### src/gpib_opt_pkg.sv
package gpib_opt_pkg;

   // Byte addresses on the register bus
   localparam logic [3:0] OFS_OPTION = 4'h0;   // Shared option port, write only
   localparam logic [3:0] OFS_AUX    = 4'h4;   // Auxiliary command port, write only
   localparam logic [3:0] OFS_STATUS = 4'h8;   // Status, read only

   // Select codes in the upper bits of an option byte
   localparam logic [2:0] SEL_B = 3'h5;        // Bits 7:5
   localparam logic [3:0] SEL_E = 4'hc;        // Bits 7:4
   localparam logic [3:0] SEL_F = 4'hd;        // Bits 7:4

   // Holdoff field positions
   localparam int E_TRIGGER   = 3;
   localparam int E_CLEAR     = 2;
   localparam int F_TALK      = 3;
   localparam int F_LISTEN    = 2;
   localparam int F_UNADDRESS = 1;
   localparam int F_GROUPS    = 0;

   // Auxiliary command codes
   localparam logic [7:0] AUX_SET_PP_FLAG   = 8'h01;
   localparam logic [7:0] AUX_CLEAR_PP_FLAG = 8'h02;
   localparam logic [7:0] AUX_CHANNEL_RESET = 8'h03;
   localparam logic [7:0] AUX_RELEASE_HOLD  = 8'h04;

   // Status bit positions
   localparam int ST_CIC     = 0;
   localparam int ST_UNC     = 1;
   localparam int ST_HOLDOFF = 2;
   localparam int ST_PP_FLAG = 3;
   localparam int ST_IST     = 4;

   // Reset values
   localparam logic [3:0] RST_E   = 4'h0;
   localparam logic [3:0] RST_F   = 4'h0;
   localparam logic [4:0] RST_OPT = 5'h00;

   // Bus command encodings, 7 bit
   localparam logic [6:0] CMD_GET = 7'h08;
   localparam logic [6:0] CMD_SDC = 7'h04;
   localparam logic [6:0] CMD_DCL = 7'h14;
   localparam logic [6:0] CMD_UNL = 7'h3f;
   localparam logic [6:0] CMD_UNT = 7'h5f;

   // Bus response codes
   localparam logic [1:0] RESP_OKAY   = 2'h0;
   localparam logic [1:0] RESP_DECERR = 2'h3;

   typedef struct packed
   {
      logic ist_source_select;
      logic irq_polarity_invert;
      logic listen_while_controller;
      logic serial_poll_end_flag;
      logic auto_take_control;
   } bus_options_t;

   typedef struct packed
   {
      logic       valid;     // One cycle pulse
      logic       from_self; // Byte sourced by this device
      logic [7:0] data;      // Command byte as on the bus
   } gpib_cmd_t;

endpackage

### src/gpib_option_and_holdoff_regs.sv
module gpib_option_and_holdoff_regs
   import gpib_opt_pkg::*;
#(
   parameter int ADDR_W = 4
)
(
   input  wire logic              CLK_IN,
   input  wire logic              RESETN_IN,
   // Register bus write address
   input  wire logic              S_AXI_AWVALID_IN,
   output      logic              S_AXI_AWREADY_OUT,
   input  wire logic [ADDR_W-1:0] S_AXI_AWADDR_IN,
   // Register bus write data
   input  wire logic              S_AXI_WVALID_IN,
   output      logic              S_AXI_WREADY_OUT,
   input  wire logic [31:0]       S_AXI_WDATA_IN,
   input  wire logic [3:0]        S_AXI_WSTRB_IN,
   // Register bus write response
   output      logic              S_AXI_BVALID_OUT,
   input  wire logic              S_AXI_BREADY_IN,
   output      logic [1:0]        S_AXI_BRESP_OUT,
   // Register bus read address
   input  wire logic              S_AXI_ARVALID_IN,
   output      logic              S_AXI_ARREADY_OUT,
   input  wire logic [ADDR_W-1:0] S_AXI_ARADDR_IN,
   // Register bus read data
   output      logic              S_AXI_RVALID_OUT,
   input  wire logic              S_AXI_RREADY_IN,
   output      logic [31:0]       S_AXI_RDATA_OUT,
   output      logic [1:0]        S_AXI_RRESP_OUT,
   // Command path from the acceptor logic, same clock
   input  wire gpib_cmd_t         CMD_IN,
   input  wire logic              LISTEN_ADDRESSED_IN,
   input  wire logic              CIC_ACTIVE_IN,
   output      logic              CMD_ACCEPT_OUT,
   output      logic              DAC_HOLDOFF_OUT,
   // Controller passing, same clock
   input  wire logic              CTRL_PASSED_IN,
   input  wire logic              CTRL_LOST_IN,
   output      logic              CIC_STATUS_OUT,
   // Poll and interrupt
   input  wire logic              SRQ_STATE_IN,
   input  wire logic              IRQ_REQ_IN,
   output      logic              IST_OUT,
   output      logic              SPOLL_EOI_OUT,
   output      logic              INT_PIN_OUT
);

   // Decoder needs at least the status word
   if (ADDR_W < 4)
   begin
      $error("ADDR_W must be at least 4");
   end

   // Command class decoders, bit 7 is parity on the bus and ignored
   function automatic logic is_talk_addr(input logic [7:0] b);
      is_talk_addr = (b[6:5] == 2'h2) && (b[6:0] != CMD_UNT);
   endfunction
   function automatic logic is_listen_addr(input logic [7:0] b);
      is_listen_addr = (b[6:5] == 2'h1) && (b[6:0] != CMD_UNL);
   endfunction
   function automatic logic is_group_cmd(input logic [7:0] b);
      // Addressed, universal and secondary groups
      is_group_cmd = (b[6:5] == 2'h0) || (b[6:5] == 2'h3);
   endfunction

   // Reset release synchroniser
   logic [1:0]   rst_sync_r;       // Release shift chain
   logic         rst_n;            // Synchronised reset for all logic

   // Stored option state, select bits never kept
   bus_options_t opt_r;            // Option register B contents
   logic [3:0]   hold_e_r;         // Holdoff enables E, bits 3:0
   logic [3:0]   hold_f_r;         // Holdoff enables F, bits 3:0

   // Device state
   logic         pp_flag_r;        // Internal parallel poll flag
   logic         unc_r;            // Unrecognized command flag, sticky
   logic         holdoff_r;        // Data accepted holdoff in force
   logic         cic_r;            // Controller in charge status bit
   logic         ist_r;            // Registered ist message
   logic         int_pin_r;        // Registered interrupt pin level
   logic         accept_r;         // Accepted command pulse

   // Bus slave state
   logic              aw_have_r;   // Write address captured
   logic              w_have_r;    // Write data captured
   logic [ADDR_W-1:0] aw_addr_r;   // Captured write address
   logic [31:0]       w_data_r;    // Captured write data
   logic              w_lane0_r;   // Low byte lane enabled
   logic              bvalid_r;    // Write response pending
   logic [1:0]        bresp_r;     // Write response code
   logic              rvalid_r;    // Read data pending
   logic [31:0]       rdata_r;     // Read data word
   logic [1:0]        rresp_r;     // Read response code

   // Decoded write strobes
   logic         wr_fire;          // Both halves of a write held
   logic         wr_option;        // Write to shared option port
   logic         wr_aux;           // Write to aux command port
   logic         wr_mapped;        // Address decodes
   logic [7:0]   wr_byte;          // Low byte of the write
   logic         ld_b;             // Load option register B
   logic         ld_e;             // Load holdoff E
   logic         ld_f;             // Load holdoff F
   logic         aux_set_pp;       // Set poll flag command
   logic         aux_clr_pp;       // Clear poll flag command
   logic         aux_channel_reset_cmd;       // Channel reset command
   logic         aux_release;      // Release holdoff command
   // Decoded read side
   logic         rd_fire;          // Read address taken
   logic         rd_status;        // Read hits status
   logic         rd_mapped;        // Read address decodes
   logic [31:0]  status_word;      // Live status view

   // Command path
   logic         own_ignored;      // Own byte dropped while controller
   logic         cmd_taken;        // Byte accepted by this device
   logic [6:0]   cmd7;             // Seven bit command code
   logic         hit_e;            // Byte matches an enabled E class
   logic         hit_f;            // Byte matches an enabled F class
   logic         hold_hit;         // Byte must be held off

   // Two stage release so reset leaves on a clock edge
   always_ff @(posedge CLK_IN or negedge RESETN_IN)
   begin
      if (!RESETN_IN)
         rst_sync_r <= 2'h0;
      else
         rst_sync_r <= {rst_sync_r[0], 1'b1};
   end

   assign rst_n = rst_sync_r[1];
   // Write path decode; a write without the low byte lane changes nothing
   assign wr_fire     = aw_have_r && w_have_r && !bvalid_r;
   assign wr_byte     = w_data_r[7:0];
   assign wr_option   = wr_fire && w_lane0_r && (aw_addr_r[3:0] == OFS_OPTION);
   assign wr_aux      = wr_fire && w_lane0_r && (aw_addr_r[3:0] == OFS_AUX);
   assign wr_mapped   = (aw_addr_r[3:0] == OFS_OPTION) || (aw_addr_r[3:0] == OFS_AUX)
                        || (aw_addr_r[3:0] == OFS_STATUS);
   assign ld_b        = wr_option && (wr_byte[7:5] == SEL_B);
   assign ld_e        = wr_option && (wr_byte[7:4] == SEL_E);
   assign ld_f        = wr_option && (wr_byte[7:4] == SEL_F);
   assign aux_set_pp  = wr_aux && (wr_byte == AUX_SET_PP_FLAG);
   assign aux_clr_pp  = wr_aux && (wr_byte == AUX_CLEAR_PP_FLAG);
   assign aux_channel_reset_cmd  = wr_aux && (wr_byte == AUX_CHANNEL_RESET);
   assign aux_release = wr_aux && (wr_byte == AUX_RELEASE_HOLD);

   // Read path decode; option port reads zero, its contents stay hidden
   assign rd_fire     = S_AXI_ARVALID_IN && !rvalid_r;
   assign rd_status   = S_AXI_ARADDR_IN[3:0] == OFS_STATUS;
   assign rd_mapped   = rd_status || (S_AXI_ARADDR_IN[3:0] == OFS_OPTION)
                        || (S_AXI_ARADDR_IN[3:0] == OFS_AUX);

   // Status view
   always_comb
   begin
      status_word             = 32'h0;
      status_word[ST_CIC]     = cic_r;
      status_word[ST_UNC]     = unc_r;
      status_word[ST_HOLDOFF] = holdoff_r;
      status_word[ST_PP_FLAG] = pp_flag_r;
      status_word[ST_IST]     = ist_r;
   end

   // Command acceptance; own bytes as controller need the listen option
   assign cmd7        = CMD_IN.data[6:0];
   assign own_ignored = CMD_IN.from_self && CIC_ACTIVE_IN
                        && !opt_r.listen_while_controller;
   assign cmd_taken   = CMD_IN.valid && !own_ignored;

   // Trigger and selected clear only count when listen addressed
   assign hit_e = (hold_e_r[E_TRIGGER] && (cmd7 == CMD_GET)
                     && LISTEN_ADDRESSED_IN)
                  || (hold_e_r[E_CLEAR] && ((cmd7 == CMD_DCL)
                     || ((cmd7 == CMD_SDC) && LISTEN_ADDRESSED_IN)));
   assign hit_f = (hold_f_r[F_TALK] && is_talk_addr(CMD_IN.data))
                  || (hold_f_r[F_LISTEN] && is_listen_addr(CMD_IN.data))
                  || (hold_f_r[F_UNADDRESS]
                     && ((cmd7 == CMD_UNT) || (cmd7 == CMD_UNL)))
                  || (hold_f_r[F_GROUPS] && is_group_cmd(CMD_IN.data));
   assign hold_hit = cmd_taken && (hit_e || hit_f);

   // Write address and data taken in either order
   always_ff @(posedge CLK_IN or negedge rst_n)
   begin
      if (!rst_n)
      begin
         aw_have_r <= 1'b0;
         aw_addr_r <= '0;
      end
      else if (S_AXI_AWVALID_IN && S_AXI_AWREADY_OUT)
      begin
         aw_have_r <= 1'b1;
         aw_addr_r <= S_AXI_AWADDR_IN;
      end
      else if (wr_fire)
         aw_have_r <= 1'b0;
   end

   // Write data capture
   always_ff @(posedge CLK_IN or negedge rst_n)
   begin
      if (!rst_n)
      begin
         w_have_r  <= 1'b0;
         w_data_r  <= 32'h0;
         w_lane0_r <= 1'b0;
      end
      else if (S_AXI_WVALID_IN && S_AXI_WREADY_OUT)
      begin
         w_have_r  <= 1'b1;
         w_data_r  <= S_AXI_WDATA_IN;
         w_lane0_r <= S_AXI_WSTRB_IN[0];
      end
      else if (wr_fire)
         w_have_r <= 1'b0;
   end

   // Write response, unmapped addresses get a decode error
   always_ff @(posedge CLK_IN or negedge rst_n)
   begin
      if (!rst_n)
      begin
         bvalid_r <= 1'b0;
         bresp_r  <= RESP_OKAY;
      end
      else if (wr_fire)
      begin
         bvalid_r <= 1'b1;
         bresp_r  <= wr_mapped ? RESP_OKAY : RESP_DECERR;
      end
      else if (S_AXI_BREADY_IN)
         bvalid_r <= 1'b0;
   end

   // Read answer one cycle after the address is taken
   always_ff @(posedge CLK_IN or negedge rst_n)
   begin
      if (!rst_n)
      begin
         rvalid_r <= 1'b0;
         rdata_r  <= 32'h0;
         rresp_r  <= RESP_OKAY;
      end
      else if (rd_fire)
      begin
         rvalid_r <= 1'b1;
         rdata_r  <= rd_status ? status_word : 32'h0;
         rresp_r  <= rd_mapped ? RESP_OKAY : RESP_DECERR;
      end
      else if (S_AXI_RREADY_IN)
         rvalid_r <= 1'b0;
   end

   // Option bits; select code itself is dropped
   always_ff @(posedge CLK_IN or negedge rst_n)
   begin
      if (!rst_n)
         opt_r <= bus_options_t'(RST_OPT);
      else if (ld_b)
         opt_r <= bus_options_t'(wr_byte[4:0]);
   end

   // Holdoff enables; bits 1:0 of E are fixed zero and never stored
   always_ff @(posedge CLK_IN or negedge rst_n)
   begin
      if (!rst_n)
      begin
         hold_e_r <= RST_E;
         hold_f_r <= RST_F;
      end
      else if (aux_channel_reset_cmd)
      begin
         hold_e_r <= RST_E;
         hold_f_r <= RST_F;
      end
      else
      begin
         if (ld_e)
            hold_e_r <= {wr_byte[3:2], 2'h0};
         if (ld_f)
            hold_f_r <= wr_byte[3:0];
      end
   end

   // Poll flag moved only by the two host commands
   always_ff @(posedge CLK_IN or negedge rst_n)
   begin
      if (!rst_n)
         pp_flag_r <= 1'b0;
      else if (aux_set_pp)
         pp_flag_r <= 1'b1;
      else if (aux_clr_pp)
         pp_flag_r <= 1'b0;
   end

   // Sticky flag cleared by reading status; a new hit beats the clear
   always_ff @(posedge CLK_IN or negedge rst_n)
   begin
      if (!rst_n)
         unc_r <= 1'b0;
      else if (hold_hit)
         unc_r <= 1'b1;
      else if (rd_fire && rd_status)
         unc_r <= 1'b0;
   end

   // Holdoff persists until released; a hit in the release cycle wins
   always_ff @(posedge CLK_IN or negedge rst_n)
   begin
      if (!rst_n)
         holdoff_r <= 1'b0;
      else if (hold_hit)
         holdoff_r <= 1'b1;
      else if (aux_release || aux_channel_reset_cmd)
         holdoff_r <= 1'b0;
   end

   // Controller status; passing only counts with the auto option
   always_ff @(posedge CLK_IN or negedge rst_n)
   begin
      if (!rst_n)
         cic_r <= 1'b0;
      else if (CTRL_PASSED_IN && opt_r.auto_take_control)
         cic_r <= 1'b1;
      else if (CTRL_LOST_IN || aux_channel_reset_cmd)
         cic_r <= 1'b0;
   end

   // Registered pins keep glitches off the bus and interrupt line
   always_ff @(posedge CLK_IN or negedge rst_n)
   begin
      if (!rst_n)
      begin
         ist_r     <= 1'b0;
         int_pin_r <= 1'b1;
         accept_r  <= 1'b0;
      end
      else
      begin
         ist_r     <= opt_r.ist_source_select ? SRQ_STATE_IN
                                              : pp_flag_r;
         int_pin_r <= opt_r.irq_polarity_invert ? IRQ_REQ_IN
                                                : !IRQ_REQ_IN;
         accept_r  <= cmd_taken;
      end
   end

   // Bus handshake outputs, combinational ready
   assign S_AXI_AWREADY_OUT = !aw_have_r && !bvalid_r;
   assign S_AXI_WREADY_OUT  = !w_have_r && !bvalid_r;
   assign S_AXI_ARREADY_OUT = !rvalid_r;
   assign S_AXI_BVALID_OUT  = bvalid_r;
   assign S_AXI_BRESP_OUT   = bresp_r;
   assign S_AXI_RVALID_OUT  = rvalid_r;
   assign S_AXI_RDATA_OUT   = rdata_r;
   assign S_AXI_RRESP_OUT   = rresp_r;

   // Device outputs, all from flip-flops
   assign CMD_ACCEPT_OUT  = accept_r;
   assign DAC_HOLDOFF_OUT = holdoff_r;
   assign CIC_STATUS_OUT  = cic_r;
   assign IST_OUT         = ist_r;
   assign SPOLL_EOI_OUT   = opt_r.serial_poll_end_flag;
   assign INT_PIN_OUT     = int_pin_r;

endmodule

### config.mk
export PLATFORM = sky130hd
export DESIGN_NAME = gpib_option_and_holdoff_regs
export DESIGN_NICKNAME = d
export VERILOG_FILES = /design/src/gpib_opt_pkg.sv /design/src/gpib_option_and_holdoff_regs.sv
export SDC_FILE = /design/constraint.sdc
export NUM_CORES = 1
export LEC_CHECK = 0
export BUFFER_PORTS_ARGS = -buffer_cell sky130_fd_sc_hd__buf_2
export CAP_MARGIN = 20
export CORE_MARGIN = 5
export CORE_UTILIZATION = 46
export CTS_BUF_LIST = sky130_fd_sc_hd__clkbuf_2
export DETAILED_ROUTE_END_ITERATION = 8
export GPL_ROUTABILITY_DRIVEN = 1
export GPL_TIMING_DRIVEN = 0
export PLACE_DENSITY = 0.79
export SLEW_MARGIN = 10
export SYNTH_ARGS = -nofsm -noshare
export SYNTH_HDL_FRONTEND = slang
export SYNTH_SLANG_ARGS = --single-unit
### constraint.sdc
create_clock -name CLK_IN -period 1.94 [get_ports CLK_IN]
set_clock_uncertainty 0.2 [all_clocks]
set_input_delay 0.097 -clock CLK_IN [delete_from_list [all_inputs] [get_ports CLK_IN]]
set_output_delay 0.097 -clock CLK_IN [all_outputs]
set_load 0.05 [all_outputs]
==> results of run 1 <==
==> power breakdown <==
group / switching [mW] / leakage (nW) / total [mW] / internal [mW]
Clock: 0.288 / 0.0380 / 0.498 / 0.210
Sequential: 0.263 / 0.542 / 1.44 / 1.17
Combinational: 0.755 / 0.984 / 1.27 / 0.518
Total: 1.31 / 1.56 / 3.21 / 1.90
==> area by class of cell <==
class                           instances  share of cell area
Multi-Input combinational cell        123              0.2866
Buffer                                 31             0.07316
Timing Repair Buffer                  101              0.2320
Inverter                                7            0.009701
Clock buffer                            5            0.008084
Sequential cell                        44              0.3573
Tap cell                               52             0.02102
Clock inverter                          3             0.01213
==> repair_timing <==
action,in CTS,in global routing
pin swaps,1,3
resized for setup,1,4
buffers inserted,1,4
endpoints found under the hold margin,41,0
setup endpoints to repair,6,11
hold buffers,37,0
==> path summary, 6_finish.rpt <==
kind | depth (start not counted) | endpoint | from | slack, ns
min in group asynchronous | 1 | opt_r[2]$_DFFE_PN0P_ | rst_sync_r[1]$_DFF_PN0_ | 0.04
max reg2reg | 5 | hold_f_r[2]$_DFFE_PN0P_ | aw_addr_r[3]$_DFFE_PN0P_ | 0.05
min reg2reg | 1 | opt_r[2]$_DFFE_PN0P_ | rst_sync_r[1]$_DFF_PN0_ | 0.04
max in group asynchronous | 1 | S_AXI_RVALID_OUT$_DFFE_PN0P_ | rst_sync_r[1]$_DFF_PN0_ | 0.57
max | 5 | hold_f_r[2]$_DFFE_PN0P_ | aw_addr_r[3]$_DFFE_PN0P_ | 0.05
min | 5 | DAC_HOLDOFF_OUT$_DFFE_PN0P_ | CIC_ACTIVE_IN | 0.02
==> sequential cells by signal (all words and copies together) (netlist names), 2 cells and up <==
register and cells:
hold_f_r 4, opt_r 4, S_AXI_RDATA_OUT 5, w_data_r 8
rst_sync_r 2, aw_addr_r 4, hold_e_r 2
==> logic make-up after synthesis <==
kind of cell	count (synthesis)
compound gates	32
fa+ha+maj	2
buf+inv	38
xor+xnor	2
flops	44
mux	17
other cells	2
simple gates	42
==> metrics by stage <==
| stage | std cells | setup WS (ns) | TNS [ns] | area (sq um) |
|---|---|---|---|---|
| floorplan | 205 | 0.02461 | 0 | 2225 |
| global placement | 315 | -0.1253 | -0.2488 | 2580 |
| detailed placement | 316 | -0.02255 | -0.04109 | 2601 |
| CTS | 362 | 0.04399 | 0 | 3048 |
| global route | 366 | -0.02050 | -0.1012 | 3095 |
| finish | 366 | 0.05037 | 0 | 3095 |
==> worst max-delay path, delay by kind of cell (launching register included) <==
family | cells | cell delay [ns]
AND/OR/NAND/NOR | 4 | 0.97
flip-flops | 1 | 0.46
AO/OA/AOI/OAI | 1 | 0.18
==> layout by cell type, fill, tap and decap left out, types with 2 or more instances in the layout <==
| cell | count |
|---|---|
| dlygate4sd3_1 | 37 |
| o21ai_0 | 13 |
| clkinv_1 | 2 |
| inv_1 | 6 |
| nor2_1 | 4 |
| a211oi_1 | 2 |
| buf_4 | 34 |
| and4bb_2 | 2 |
| buf_2 | 59 |
| nand2b_1 | 2 |
| dfrtp_1 | 40 |
| ha_1 | 2 |
| nand4_1 | 2 |
| conb_1 | 28 |
| nand2_1 | 11 |
| mux2_2 | 17 |
| a22o_1 | 11 |
| dfrtp_2 | 3 |
| clkbuf_2 | 5 |
| and2_1 | 2 |
| nor2b_1 | 3 |
==> per-layer routing <==
| layer | vias to the layer above | global-route usage | part of all wire |
|---|---|---|---|
| li1 | 849 | - | - |
| met4 | 0 | 0.05498 | 0.018 |
| met3 | 11 | 0.05671 | 0.088 |
| met1 | 785 | 0.1787 | 0.38 |
| met2 | 62 | 0.2796 | 0.51 |
| met5 | - | 0 | 0 |
==> results.txt, run 1 <==
Post-layout util = 0.7012
Number of synthesized flops with an enable pin = 0
Lkg Pwr = 1.564 nW
Area growth, synth to finish = 46.48%
NumNets Final = 382
Main flop type after synthesis = dfrtp_1
DR pass1 iterations = 4
Status = finished, final reports clean
Vias per cell = 4.664
Final setup fails = 0
Largest family of logic cells by synthesized area = simple AND/OR/NAND/NOR gates
Critical Path Sink Type = flop
Root buffer cell = clkbuf_2
Initial core utilization = 0.4787
Post-synthesis mux area share = 0.09059
Register area = 0.001106 sq mm
Gpl congestion = 0.7482
Worst rel slew slack = 0.6664
Synth warn = 0
Number of synthesized register bits = 44
Fill cells = 341
Max-slew violations = 0
Maximum VDD drop = 0.9653 mV
CP startpoint kind = flop
Rows = 24
Die width = 77.78 microns
Area of the multi-input gates = 887.1 sq um
# port buffers = 58
Crit-path max cell delay = 0.46 ns
Synth top cells by count = 43 x dfrtp_1, 29 x buf_4, 17 x mux2_2
Initial antenna violation count = 0
Synth Area in Simple Gates = 0.1374
Iter 0 DRT Violations = 59
DRC violations left = 0
PD cells = 1036 mW/mm^2
Hold slack = 0.01528 ns
Distinct cells, synth = 42
Cells along the critical path = nor4b_2 -> and4bb_2 -> and4b_4 -> nor2_2 -> a22o_1
Routed WL = 4.781 mm
Hold Path Class = in2reg
Worst skew pair latency = 0.39 ns
Post-DP HPWL = 3.357 mm
Die Footprint = 0.006050 sq mm
Ports = 114
Synth Area in Adders = 0.01184
Largest net degree at the start of global routing = 32
Post-synthesis compound-gate area fraction = 0.1072
Clock-pin slew on the worst setup and hold paths = 0.21 ns
Post-synth ARST share = 1.000
Synth top area cells = dfrtp_1 51%, buf_4 10%, mux2_2 9.1%
Share of the synthesized area in the top cell type = 0.5092
Syn_area_per_cell = 11.81 sq um
CP Max Fanout = 4
Diode count = 0
CORE AREA = 0.004414 sq mm
CP Class = reg2reg
RSZ-0062 raised after global routing = true
Gate Count Post-Synth = 179
CTS tree = built
Final hold vios = 0
Worst path slowest cell = dfrtp_1
H-tree Lvls = 2
Max cap viols = 0
First-pass GRT wire length = 7.803 mm
XOR/XNOR share of the synthesized area = 0.008289
Worst Path Required = 2.06 ns
Total grt overflow = 0
Largest area contributor in the netlist = dfrtp_1
Vias in the first global route = 1,758
Design Power = 3.207 mW
Most numerous cell in the Yosys netlist = dfrtp_1
CTS buffer count = 5
Synthesized area = 0.002113 sq mm
Max clock buf depth = 2
Post-route ant nets = 0
Minimum clock period = 1.890 ns
Clk sinks = 44
Post-synthesis sequential area ratio = 0.5216
Worst-Margin Slew = 0.4988 ns
Crit path DAT = 2.01 ns
Die Y = 77.78 microns
All-layer global routing usage = 0.1597
Fin crit share = 0.9740
Per-cell routed wire length = 13.06 microns
Layout cells sized above 1 = 0.4268
Highest Clock Rate = 529.2 MHz
Vias = 1,707
Note: power is estimated with default switching activity, not from simulation.
==> inputs of run 2 (changes only) <==
--- a/config.mk
+++ b/config.mk
@@ -7,6 +7,7 @@
 export LEC_CHECK = 0
 export BUFFER_PORTS_ARGS = -buffer_cell sky130_fd_sc_hd__buf_2
 export CAP_MARGIN = 20
+export CORE_ASPECT_RATIO = 1.75
 export CORE_MARGIN = 5
 export CORE_UTILIZATION = 46
 export CTS_BUF_LIST = sky130_fd_sc_hd__clkbuf_2
@@ -14,6 +15,7 @@
 export GPL_ROUTABILITY_DRIVEN = 1
 export GPL_TIMING_DRIVEN = 0
 export PLACE_DENSITY = 0.79
+export SETUP_SLACK_MARGIN = 0.4
 export SLEW_MARGIN = 10
 export SYNTH_ARGS = -nofsm -noshare
 export SYNTH_HDL_FRONTEND = slang
==> results.txt, run 2 (same netlist as run 1, synthesis figures left out) <==
Status = finished, violations left
Failing checks = negative hold slack
CP Class = reg2reg
Die width = 61.24 microns
Layout cells sized above 1 = 0.4828
Critical Path Sink Type = flop
Worst Path Required = 2.06 ns
Worst-Margin Slew = 0.5314 ns
Iter 0 DRT Violations = 19
Clock-pin slew on the worst setup and hold paths = 0.21 ns
Ports = 114
CP startpoint = aw_addr_r[0]$_DFFE_PN0P_
Minimum clock period = 1.908 ns
PD cells = 1073 mW/mm^2
Initial core utilization = 0.4755
CORE AREA = 0.004444 sq mm
Setup TNS = 0 ns
CTS tree = built
Max clock buf depth = 2
Critical Path End = opt_r[4]$_DFFE_PN0P_
Critical R2R Launch = aw_addr_r[0]$_DFFE_PN0P_
Crit Reg-Reg Endpoint = opt_r[4]$_DFFE_PN0P_
R2R cell count = 5
Vias in the first global route = 1,855
Post-route ant nets = 0
Vias = 1,787
Max-slew violations = 0
CP startpoint kind = flop
Vias per cell = 4.830
Largest Register = w_data_r
Post-layout util = 0.7424
Most frequent cells in the layout = 51 x buf_2, 40 x buf_4, 39 x dfrtp_1
NumNets Final = 387
CTS buffer count = 5
RSZ-0062 raised after global routing = true
Root buffer cell = clkbuf_2
H-tree Lvls = 2
Die Footprint = 0.006103 sq mm
Highest Clock Rate = 524.0 MHz
DR pass1 iterations = 6
Area growth, synth to finish = 56.13%
Hold path depth = 4
Total grt overflow = 0
Routed WL = 5.369 mm
Final hold vios = 2
FF-to-FF setup slack = 0.03 ns
Hold Path Class = in2reg
Largest net degree at the start of global routing = 32
Fin crit share = 0.9837
Fin worst setup slack = 0.03165 ns
Lkg Pwr = 1.684 nW
Crit path DAT = 2.02 ns
Most common cell after layout, fill and taps aside = buf_2
Max reg flops = 8
Worst rel slew slack = 0.6457
Post-Place Setup Slack = -0.05651 ns
Rows = 32
# port buffers = 58
Initial antenna violation count = 0
Max cap viols = 0
Die Y = 99.67 microns
Hold slack = -0.006571 ns
Gpl congestion = 0.7770
CP Max Fanout = 5
Maximum VDD drop = 0.9637 mV
All-layer global routing usage = 0.1819
Worst skew pair latency = 0.42 ns
Diode count = 0
Per-cell routed wire length = 14.51 microns
DRC violations left = 0
Post-DP HPWL = 3.424 mm
Design Power = 3.542 mW
Fill cells = 313
Clk sinks = 44
Final setup fails = 0
First-pass GRT wire length = 8.411 mm
run 2: cell type report:
type	instances	area, sq um	share of cell area
plain buffers	31	236.5	0.07167
clock buffers	7	35.03	0.01062
clock inverters	1	3.754	0.001138
inverters	7	30.03	0.009101
multi-input cells	123	996.0	0.3019
flip-flops and latches	44	1107	0.3356
well taps	51	63.81	0.01934
repair buffers	106	827.0	0.2507
run 2: power by group:
group | switching, mW | internal (mW)
clock network | 0.282 | 0.0964
registers | 0.256 | 1.18
logic | 0.913 | 0.819
run 2: how the worst min path moves through the flow:
stage / from / end / slack (ns)
5_1_grt: LISTEN_ADDRESSED_IN / unc_r$_DFFE_PN0P_ / 0.01
4_1_cts: LISTEN_ADDRESSED_IN / DAC_HOLDOFF_OUT$_DFFE_PN0P_ / 0.0009
3_5_place_dp: RESETN_IN / rst_sync_r[0]$_DFF_PN0_ / -0.32
2_1_floorplan: RESETN_IN / rst_sync_r[0]$_DFF_PN0_ / -0.40
6_report: LISTEN_ADDRESSED_IN / unc_r$_DFFE_PN0P_ / -0.007
3_3_place_gp: RESETN_IN / rst_sync_r[0]$_DFF_PN0_ / -0.32
run 2: repair_timing:
action                                  CTS  global route
buffers inserted                          9             3
hold buffers                             35             0
endpoints found under the setup margin   22            34
endpoints found under the hold margin    40             0
pin swaps                                 9             8
gates resized for setup                  13            39
cloned                                    1             0
run 2: critical path: stages, from the launching register on:
cell	delay (ns)
dfrtp_1	0.45
nor4b_2	0.34
and4bb_2	0.30
buf_4	0.12
nand3b_4	0.11
mux2_2	0.28
run 2: per-stage QoR:
step,hold slack [ns],std cells,instance area [sq um]
global placement,-0.3179,314,2623
global route,0.01045,370,3299
floorplan,-0.3986,205,2268
CTS,0.0009034,368,3177
finish,-0.006571,370,3299
detailed placement,-0.3170,315,2644
run 2: metal layers:
| metal | GRT usage | wire [microns] | vias up |
|---|---|---|---|
| li1 | - | - | 858 |
| met1 | 0.1912 | 1650 | 847 |
| met2 | 0.3361 | 3162 | 70 |
| met3 | 0.04026 | 443 | 12 |
| met4 | 0.06177 | 113 | 0 |
| met5 | 0 | 0 | - |
==> inputs of run 3 (changes only) <==
--- a/config.mk
+++ b/config.mk
@@ -7,7 +7,6 @@
 export LEC_CHECK = 0
 export BUFFER_PORTS_ARGS = -buffer_cell sky130_fd_sc_hd__buf_2
 export CAP_MARGIN = 20
-export CORE_ASPECT_RATIO = 1.75
 export CORE_MARGIN = 5
 export CORE_UTILIZATION = 46
 export CTS_BUF_LIST = sky130_fd_sc_hd__clkbuf_2
==> results.txt, run 3 (same netlist as run 1, synthesis figures left out) <==
Most frequent cells in the layout = 50 x buf_2, 39 x buf_4, 39 x dlygate4sd3_1
Hold Path Class = in2reg
Vias in the first global route = 1,897
Final setup fails = 0
Diode count = 0
CP startpoint kind = flop
CTS buffer count = 5
Ports = 114
Root buffer cell = clkbuf_2
Post-layout util = 0.7619
Status = finished, violations left
Final hold vios = 2
CTS tree = built
Lkg Pwr = 1.716 nW
Post-DP HPWL = 3.257 mm
Most common cell after layout, fill and taps aside = buf_2
Hold EP = DAC_HOLDOFF_OUT$_DFFE_PN0P_
Failing checks = negative hold slack
Fill cells = 272
First-pass GRT wire length = 8.493 mm
Critical Path Sink Type = flop
# port buffers = 58
All-layer global routing usage = 0.1736
Gpl congestion = 0.7628
Critical R2R Launch = aw_addr_r[0]$_DFFE_PN0P_
Worst Path Required = 2.10 ns
NumNets Final = 391
Routed WL = 5.524 mm
Max reg flops = 8
Minimum clock period = 1.857 ns
R2R cell count = 5
Hold_sp = CMD_IN[5]
Die width = 77.78 microns
Area of the multi-input gates = 0.001003 sq mm
H-tree Lvls = 2
Post-route ant nets = 0
Total grt overflow = 0
Layout cells sized above 1 = 0.4768
Clk sinks = 44
Initial core utilization = 0.4787
DR pass1 iterations = 4
CP Class = reg2reg
Largest net degree at the start of global routing = 29
Crit Reg-Reg Endpoint = hold_e_r[2]$_DFFE_PN0P_
Rows = 24
Fin crit share = 0.9570
FF-to-FF setup slack = 0.08 ns
Crit path DAT = 2.02 ns
Die Y = 77.78 microns
Hold slack = -0.006190 ns
Initial antenna violation count = 0
Die Footprint = 0.006050 sq mm
Per-cell routed wire length = 14.73 microns
Setup TNS = 0 ns
DRC violations left = 0
RSZ-0062 raised after global routing = true
CORE AREA = 0.004414 sq mm
Worst skew pair latency = 0.43 ns
Clock-pin slew on the worst setup and hold paths = 0.27 ns
Area growth, synth to finish = 59.15%
Vias per cell = 4.699
PD cells = 1090 mW/mm^2
Max-slew violations = 0
Largest Register = w_data_r
Vias = 1,762
Hold path depth = 5
Design Power = 3.665 mW
CP Max Fanout = 3
Max clock buf depth = 2
Max cap viols = 0
Highest Clock Rate = 538.6 MHz
Iter 0 DRT Violations = 54
Maximum VDD drop = 0.9919 mV
Register area = 0.001110 sq mm
==> run 3: cell type report <==
| class | count | share of cell area |
|---|---|---|
| Buffer | 31 | 0.07143 |
| Tap cell | 52 | 0.01935 |
| Clock buffer | 5 | 0.007440 |
| Multi-Input combinational cell | 123 | 0.2984 |
| Timing Repair Buffer | 110 | 0.2567 |
| Inverter | 7 | 0.008929 |
| Clock inverter | 3 | 0.007812 |
| Sequential cell | 44 | 0.3300 |
==> run 3: report_power, final <==
| part | switching (mW) | internal (mW) | leakage [nW] | total (mW) |
|---|---|---|---|---|
| Clock | 0.334 | 0.102 | 0.0339 | 0.435 |
| Combinational | 0.911 | 0.854 | 1.14 | 1.77 |
| Sequential | 0.284 | 1.18 | 0.539 | 1.46 |
| Total | 1.53 | 2.14 | 1.72 | 3.66 |
==> run 3: repair_timing <==
item | CTS | global route
buffers inserted | 10 | 2
pin swaps | 9 | 2
hold buffers | 39 | 0
setup endpoints to repair | 23 | 33
gates resized for setup | 24 | 33
endpoints found under the hold margin | 40 | 0
==> run 3: how the worst max path moves through the flow <==
stage | startpoint | end | slack [ns]
detailed placement | w_data_r[3]$_DFFE_PN0P_ | hold_e_r[2]$_DFFE_PN0P_ | -0.15
floorplan | S_AXI_BVALID_OUT$_DFFE_PN0P_ | hold_f_r[3]$_DFFE_PN0P_ | 0.07
global route | aw_addr_r[0]$_DFFE_PN0P_ | hold_e_r[3]$_DFFE_PN0P_ | -0.007
CTS | aw_addr_r[3]$_DFFE_PN0P_ | hold_f_r[3]$_DFFE_PN0P_ | 0.07
finish | aw_addr_r[0]$_DFFE_PN0P_ | hold_e_r[2]$_DFFE_PN0P_ | 0.08
global placement | rst_sync_r[1]$_DFF_PN0_ | S_AXI_RVALID_OUT$_DFFE_PN0P_ | -0.11
==> run 3: stage by stage <==
stage                     worst slack (ns)  std cells  hold WS, ns  instance area [sq um]
final                              0.08338        375    -0.006190                   3363
after global routing             -0.007026        375      0.01446                   3363
after detailed placement           -0.1473        316      -0.3153                   2645
after global placement             -0.1070        315      -0.3164                   2624
after CTS                          0.07362        373     0.003855                   3244
after floorplan                    0.06846        205      -0.3986                   2268
==> run 3: worst max-delay path: stages, from the launching register on <==
cell      delay, ns
dfrtp_2        0.49
nor4b_4        0.28
and4bb_2       0.32
and4bb_2       0.28
nor2_2         0.05
a22o_1         0.17
==> run 3: layer usage <==
metal | track usage | vias up | routed length [microns]
met5 | 0 | - | 0
met4 | 0.05498 | 0 | 88
met3 | 0.06250 | 11 | 470
met2 | 0.3055 | 80 | 2898
met1 | 0.1941 | 805 | 2067
li1 | - | 866 | -
